[src/atr_pkg.sv]
// Package with the map, field layout and reset values of the trim bank.
package atr_pkg;

    // ****************************************************************
    // Address map
    // ****************************************************************
    localparam logic [15:0] ATR_BASE_BLOCKING = 16'h0200;
    localparam logic [15:0] ATR_BASE_NONBLOCKING = 16'h0300;
    localparam logic [7:0] ATR_OFS_LIN_WDOG = 8'hF0;
    localparam logic [7:0] ATR_OFS_BG_IREF = 8'hF1;
    localparam logic [7:0] ATR_OFS_SLEEP_BG = 8'hF2;
    localparam logic [7:0] ATR_OFS_RESERVED = 8'hF3;

    // ****************************************************************
    // Field positions
    // ****************************************************************
    localparam int ATR_LIN_TRIM_EN_BIT = 7;
    localparam int ATR_LIN_TRIM_BIT = 6;
    localparam int ATR_WDOG_TRIM_EN_BIT = 5;
    localparam int ATR_WDOG_TRIM_LSB = 0;
    localparam int ATR_BG_TRIM_EN_BIT = 7;
    localparam int ATR_BG_UP_BIT = 5;
    localparam int ATR_BG_DN_BIT = 4;
    localparam int ATR_IREF_TRIM_EN_BIT = 3;
    localparam int ATR_IREF_TRIM_LSB = 0;
    localparam int ATR_SLP_TRIM_EN_BIT = 4;
    localparam int ATR_SLP_LOCK_BIT = 3;
    localparam int ATR_SLP_TRIM_LSB = 0;

    // ****************************************************************
    // Reset values
    // ****************************************************************
    localparam logic [7:0] ATR_RST_LIN_WDOG = 8'h00;
    localparam logic [7:0] ATR_RST_BG_IREF = 8'h00;
    localparam logic [4:0] ATR_RST_SLEEP_BG = 5'h00;
    localparam logic [2:0] ATR_RST_TRIM3 = 3'h0;

endpackage : atr_pkg

[src/atr_trim_bank.sv]
// Analog trim register bank reached over the die-to-die register port.
`timescale 1ns/10ps
`default_nettype none

module atr_trim_bank (
    // Clock and resets
    input wire logic clk,
    input wire logic reset_n,
    input wire logic power_on_reset_n,
    // Register port
    input wire logic [15:0] bus_addr,
    input wire logic bus_write,
    input wire logic bus_read,
    input wire logic bus_word,
    input wire logic [15:0] bus_wdata,
    output logic [15:0] bus_rdata,
    output logic bus_rvalid,
    // Mode
    input wire logic low_power,
    // Applied trim effects
    output logic lin_slope_adjust,
    output logic [2:0] wdog_trim,
    output logic bg_trim_up,
    output logic bg_trim_dn,
    output logic [2:0] iref_trim,
    output logic [2:0] sleep_bg_trim
);
    import atr_pkg::*;

    // ****************************************************************
    // State
    // ****************************************************************
    typedef struct packed {
        logic [7:0] lin_wdog;
        logic [7:0] bg_iref;
        logic [4:0] sleep_bg;
        logic [15:0] rdata;
        logic rvalid;
        logic lin_slope;
        logic [2:0] wdog;
        logic bg_up;
        logic bg_dn;
        logic [2:0] iref;
        logic [2:0] sleep_open;
    } atr_state_t;

    // Held only by power-on reset, so a locked trim outlives reset_n.
    typedef struct packed {
        logic locked;
        logic [2:0] trim;
    } atr_lock_t;

    atr_state_t s_q;
    atr_state_t s_d;
    atr_lock_t l_q;
    atr_lock_t l_d;

    logic hit;
    logic [7:0] ofs;
    logic [7:0] ofs_hi;
    logic [7:0] ofs_lo;
    logic [7:0] byte_hi;
    logic [7:0] byte_lo;
    logic unused_low_power;

    // ****************************************************************
    // Address decode
    // ****************************************************************
    // Low power has no effect on the bank on purpose.
    assign unused_low_power = low_power;

    always_comb begin
        ofs = bus_addr[7:0];
        // Both bases reach the same four bytes of the bank.
        hit = ((bus_addr[15:8] == ATR_BASE_BLOCKING[15:8]) ||
               (bus_addr[15:8] == ATR_BASE_NONBLOCKING[15:8])) &&
              (ofs >= ATR_OFS_LIN_WDOG) && (ofs <= ATR_OFS_RESERVED);
        // Word accesses pair an even byte (high) with the next one.
        ofs_hi = bus_word ? {ofs[7:1], 1'b0} : ofs;
        ofs_lo = {ofs[7:1], 1'b1};
        byte_hi = bus_word ? bus_wdata[15:8] : bus_wdata[7:0];
        byte_lo = bus_wdata[7:0];
    end

    // ****************************************************************
    // Register access
    // ****************************************************************

    function automatic logic [7:0] atr_read(input atr_state_t s,
                                            input logic [7:0] o);
        logic [7:0] r;
        r = 8'h00;
        unique case (o)
            ATR_OFS_LIN_WDOG: r = s.lin_wdog;
            ATR_OFS_BG_IREF: r = s.bg_iref;
            ATR_OFS_SLEEP_BG: r = {ATR_RST_TRIM3, s.sleep_bg};
            default: r = 8'h00;
        endcase
        return r;
    endfunction : atr_read

    function automatic atr_state_t atr_write(input atr_state_t s,
                                             input logic [7:0] o,
                                             input logic [7:0] v);
        atr_state_t n;
        n = s;
        unique case (o)
            ATR_OFS_LIN_WDOG: n.lin_wdog = v;
            ATR_OFS_BG_IREF: n.bg_iref = v;
            ATR_OFS_SLEEP_BG: begin
                if (v[ATR_SLP_TRIM_EN_BIT]) begin
                    n.sleep_bg = v[4:0];
                end else begin
                    // A write with the enable clear only drops the enable.
                    n.sleep_bg = {1'b0, s.sleep_bg[3:0]};
                end
            end
            default: n = s;
        endcase
        return n;
    endfunction : atr_write

    // ****************************************************************
    // Next state
    // ****************************************************************
    always_comb begin
        s_d = s_q;
        l_d = l_q;
        s_d.rvalid = bus_read && hit;
        if (bus_read && hit) begin
            if (bus_word) begin
                s_d.rdata = {atr_read(s_q, ofs_hi), atr_read(s_q, ofs_lo)};
            end else begin
                s_d.rdata = {8'h00, atr_read(s_q, ofs)};
            end
        end
        if (bus_write && hit) begin
            s_d = atr_write(s_d, ofs_hi, byte_hi);
            if (bus_word) begin
                s_d = atr_write(s_d, ofs_lo, byte_lo);
            end
        end
        // Applied effects are registered from the next register value, so
        // they change on the same edge as the register and never glitch.
        s_d.lin_slope = s_d.lin_wdog[ATR_LIN_TRIM_EN_BIT] &
                        s_d.lin_wdog[ATR_LIN_TRIM_BIT];
        s_d.wdog = s_d.lin_wdog[ATR_WDOG_TRIM_EN_BIT] ?
                   s_d.lin_wdog[ATR_WDOG_TRIM_LSB +: 3] : 3'h0;
        s_d.bg_up = s_d.bg_iref[ATR_BG_TRIM_EN_BIT] &
                    s_d.bg_iref[ATR_BG_UP_BIT];
        s_d.bg_dn = s_d.bg_iref[ATR_BG_TRIM_EN_BIT] &
                    s_d.bg_iref[ATR_BG_DN_BIT];
        s_d.iref = s_d.bg_iref[ATR_IREF_TRIM_EN_BIT] ?
                   s_d.bg_iref[ATR_IREF_TRIM_LSB +: 3] : 3'h0;
        s_d.sleep_open = s_d.sleep_bg[ATR_SLP_TRIM_EN_BIT] ?
                         s_d.sleep_bg[ATR_SLP_TRIM_LSB +: 3] : 3'h0;
        // The lock follows the stored bits, not the bus: a write attempted
        // while reset_n holds the bank cleared must not lock a value that
        // was never stored.
        if (!l_q.locked && s_q.sleep_bg[ATR_SLP_TRIM_EN_BIT] &&
            s_q.sleep_bg[ATR_SLP_LOCK_BIT]) begin
            l_d.locked = 1'b1;
            l_d.trim = s_q.sleep_bg[ATR_SLP_TRIM_LSB +: 3];
        end
    end

    // ****************************************************************
    // Registers
    // ****************************************************************

    always_ff @(posedge clk or negedge reset_n) begin
        if (!reset_n) begin
            s_q <= '{lin_wdog: ATR_RST_LIN_WDOG, bg_iref: ATR_RST_BG_IREF,
                     sleep_bg: ATR_RST_SLEEP_BG, rdata: 16'h0000,
                     rvalid: 1'b0, lin_slope: 1'b0, wdog: 3'h0,
                     bg_up: 1'b0, bg_dn: 1'b0, iref: 3'h0,
                     sleep_open: 3'h0};
        end else begin
            s_q <= s_d;
        end
    end

    always_ff @(posedge clk or negedge power_on_reset_n) begin
        if (!power_on_reset_n) begin
            l_q <= '{locked: 1'b0, trim: ATR_RST_TRIM3};
        end else begin
            l_q <= l_d;
        end
    end

    // ****************************************************************
    // Outputs
    // ****************************************************************
    assign bus_rdata = s_q.rdata;
    assign bus_rvalid = s_q.rvalid;
    assign lin_slope_adjust = s_q.lin_slope;
    assign wdog_trim = s_q.wdog;
    assign bg_trim_up = s_q.bg_up;
    assign bg_trim_dn = s_q.bg_dn;
    assign iref_trim = s_q.iref;
    // The locked trim lives in the power-on domain; two flops are muxed so
    // that reset_n clears the open path without touching the lock.
    assign sleep_bg_trim = l_q.locked ? l_q.trim : s_q.sleep_open;

endmodule : atr_trim_bank

`default_nettype wire

[config.mk]
export PLATFORM = sky130hd
export DESIGN_NAME = atr_trim_bank
export DESIGN_NICKNAME = d
export VERILOG_FILES = /design/src/atr_pkg.sv /design/src/atr_trim_bank.sv
export SDC_FILE = /design/constraint.sdc
export NUM_CORES = 1
export LEC_CHECK = 0
export BUFFER_PORTS_ARGS = -buffer_cell sky130_fd_sc_hd__buf_4
export CORE_UTILIZATION = 53
export CTS_CLUSTER_SIZE = 24
export DETAILED_ROUTE_END_ITERATION = 12
export GPL_TIMING_DRIVEN = 0
export MAX_ROUTING_LAYER = met4
export PLACE_DENSITY = 0.79
export SKIP_CTS_REPAIR_TIMING = 1
export SYNTH_ARGS = -nofsm -noshare
export SYNTH_HDL_FRONTEND = slang
export SYNTH_SLANG_ARGS = --single-unit
[constraint.sdc]
create_clock -name clk -period 1.3 [get_ports clk]
set_input_delay 0.195 -clock clk [delete_from_list [all_inputs] [get_ports clk]]
set_output_delay 0.195 -clock clk [all_outputs]
set_load 0.01 [all_outputs]
==> reports/results.txt <==
Initial Utilization - 0.548
DR WL/cell - 16.1 um
Diodes inserted - 0
GRT overflow - 0
status - finished with violations
Placeable Area - 5110 um^2
Data arrival, critical path - 2.28 ns
multiplexer area fraction after synthesis - 0.232
CP endpoint kind - register
TritonCTS Sinks - 54
Startpoint Class - primary input
xor and xnor area share after synthesis - 0
DR pass1 iterations - 5
Max-slew headroom - 0.573
DP Wirelength - 4.47 mm
Setup WS post-layout - -0.775 ns
Yosys warnings - 0
syn_nets - 292
# IOs - 68
Area Overhead vs Synth - 35.5%
Register-to-Register Setup Slack - 0.08 ns
Worst-Margin Slew - 0.640 ns
Vias/cell - 5.29
syn_area_per_cell - 11.1 um^2
TritonCTS Buffers - 5
clock skew - 0.00737 ns
Slew Viols, Final - 0
Worst Path Max Fanout - 5
die height - 74.7 um
root buf cell - clkbuf_8
Routed WL - 6.55 mm
Pwr Total - 0.00293 W
standard-cell rows - 26
main combinational cell family by area after synthesis - multiplexers
RSZ-0062 raised after global routing - true
initial antenna violation count - 0
PortBufs - 62
GPL Wtd Cong - 0.850
Worst Hold Class - in2reg
number of synthesized register bits - 54
Final min period - 2.07 ns
CTS tree - built
nets - 374
R2R depth - 4
layout cells sized above 1 - 0.515
die width - 74.7 um
Netlist cell types - 36
Pwr per Cell Area - 771 nW/um^2
Synth Cell Area - 2800 um^2
min-delay src - bus_wdata[0]
max-cap check violation count - 0
Clk Latency, worst-skew pair - 0.31 ns
clk slew on worst S/H paths - 0.10 ns
worst vdd ir - 0.591 mV
Die Footprint - 5580 um^2
fill count - 359
DRC - 0
hold path depth - 2
pin count of the biggest net entering global routing - 51
leakage power - 1.91 nW
failing checks - setup timing
Synth Area in Simple Gates - 0.126
dpl cells - 385
Iter 0 DRT Violations - 80
compound-cell area share of the yosys netlist - 0.0710
DR vias - 2,146
Worst Path Required - 1.51 ns
H-tree depth - 2
CP Class - in2reg
Synth Area in Adders - 0
post-route ant nets - 0
vias in the first global route - 1,965
Peak Freq - 482 MHz
RR Endpoint - bus_rdata[0]
synthesized instance count - 253
Critical R2R Launch - s_q[34]
register area share after synthesis - 0.483
Bufs on Longest Clock Path - 2
final cell count without fillers - 406
final clock period utilization by the worst path - 1.60
first-pass GRT wire length - 9.74 mm
hold endpoint - s_q[34]
final hold vios - 0
Final setup viols - 53
Total GRT Usage - 0.248
synth_stat cells:
| master | count | area share |
|---|---|---|
| or3b_4 | 1 | 0.0040 |
| nand2b_1 | 1 | 0.0022 |
| nand4bb_1 | 1 | 0.0040 |
| nor4bb_1 | 1 | 0.0036 |
| buf_1 | 2 | 0.0027 |
| nand3_1 | 10 | 0.018 |
| a2bb2oi_1 | 4 | 0.013 |
| o22ai_1 | 1 | 0.0022 |
| nand4b_1 | 1 | 0.0031 |
| or4bb_1 | 1 | 0.0040 |
| mux2i_1 | 20 | 0.071 |
| o21ai_0 | 15 | 0.027 |
| or4b_1 | 1 | 0.0036 |
| buf_6 | 1 | 0.0040 |
| nand3b_1 | 1 | 0.0027 |
| a2111oi_0 | 1 | 0.0031 |
| nor2_1 | 10 | 0.013 |
| mux2_2 | 32 | 0.13 |
| a221oi_1 | 1 | 0.0031 |
| dfrtp_1 | 54 | 0.48 |
| nand2_1 | 28 | 0.038 |
| or4_4 | 2 | 0.0080 |
| a21o_1 | 1 | 0.0027 |
| or4_1 | 1 | 0.0027 |
| mux2_4 | 6 | 0.032 |
| inv_1 | 10 | 0.013 |
| buf_4 | 22 | 0.059 |
| clkinv_1 | 1 | 0.0013 |
| nor4_1 | 1 | 0.0022 |
| a31oi_1 | 1 | 0.0022 |
| or3b_2 | 1 | 0.0031 |
| a21oi_1 | 5 | 0.0089 |
| and2_1 | 5 | 0.011 |
| clkbuf_1 | 6 | 0.0080 |
| nor2b_1 | 1 | 0.0022 |
| o2bb2ai_1 | 3 | 0.0094 |
cells by family after synthesis:
group / after synthesis
flip-flops: 54
AO/OA/AOI/OAI: 32
AND/OR/NAND/NOR: 67
buffers and inverters: 42
multiplexers: 58
final cells by class:
| class | instances | area, um^2 | share of cell area |
|---|---|---|---|
| inverters | 11 | 53.8 | 0.0142 |
| well taps | 70 | 87.6 | 0.0231 |
| clock inverters | 1 | 5.00 | 0.00132 |
| repair buffers | 75 | 612 | 0.161 |
| clock buffers | 7 | 86.3 | 0.0228 |
| multi-input cells | 157 | 1360 | 0.357 |
| flip-flops and latches | 54 | 1350 | 0.357 |
| plain buffers | 31 | 241 | 0.0637 |
sequential cells by signal (all words and copies together), names as in the netlist, named ones only:
register / count
bg_trim_up: 1
bus_rvalid: 1
lin_slope_adjust: 1
bg_trim_dn: 1
bus_rdata: 16
l_q: 4
wdog_trim: 3
s_q: 21
iref_trim: 3
placed cells by master, fill, tap and decap left out, drive strengths merged, types with 10 or more instances in the layout:
cell / instances
nand3: 10
buf: 99
mux2i: 20
inv: 10
o21ai: 15
dfrtp: 54
mux2: 38
nand2: 28
clkbuf: 12
nor2: 10
report_power, final:
group          switching [W]  internal (W)  leakage (nW)  total, W
clock               0.000546      0.000431        0.0482  0.000977
sequential        0.00000184       0.00168         0.706   0.00168
combinational       0.000142      0.000126          1.16  0.000267
total               0.000689       0.00224          1.91   0.00293
worst max-delay path, stage by stage:
cell	delay, ns
buf_6	0.09
or4_4	0.54
or4_4	0.54
or3b_4	0.45
clkbuf_16	0.18
mux2_4	0.29
layer usage:
metal | track usage | wire length (um)
met5 | - | 0
met4 | 0.0692 | 106
met3 | 0.0469 | 347
met2 | 0.407 | 3150
met1 | 0.316 | 2940
how the worst max path moves through the flow:
stage	startpoint	to	slack, ns	cells past startpoint
after floorplan	bus_addr[11]	s_q[42]	-0.88	5
after global placement	bus_addr[11]	s_q[49]	-1.08	6
after detailed placement	bus_addr[11]	s_q[49]	-1.09	6
after CTS	bus_addr[11]	s_q[49]	-0.77	6
after global routing	bus_addr[14]	s_q[43]	-0.79	6
final	bus_addr[14]	s_q[43]	-0.77	6
per-stage QoR:
step           hold slack [ns]  setup slack, ns  instance area, um^2   util  setup TNS (ns)
5_1_grt                  0.129           -0.786                 3790  0.743          -22.04
2_1_floorplan           -0.101           -0.881                 2900      -          -25.62
3_5_place_dp          -0.00667            -1.09                 3460  0.677          -37.21
3_3_place_gp          -0.00818            -1.08                 3460  0.677          -37.35
6_report                 0.133           -0.775                 3790  0.743          -20.15
4_1_cts                 -0.345           -0.765                 3550  0.695          -21.67
(Power assumes the default switching activity.)
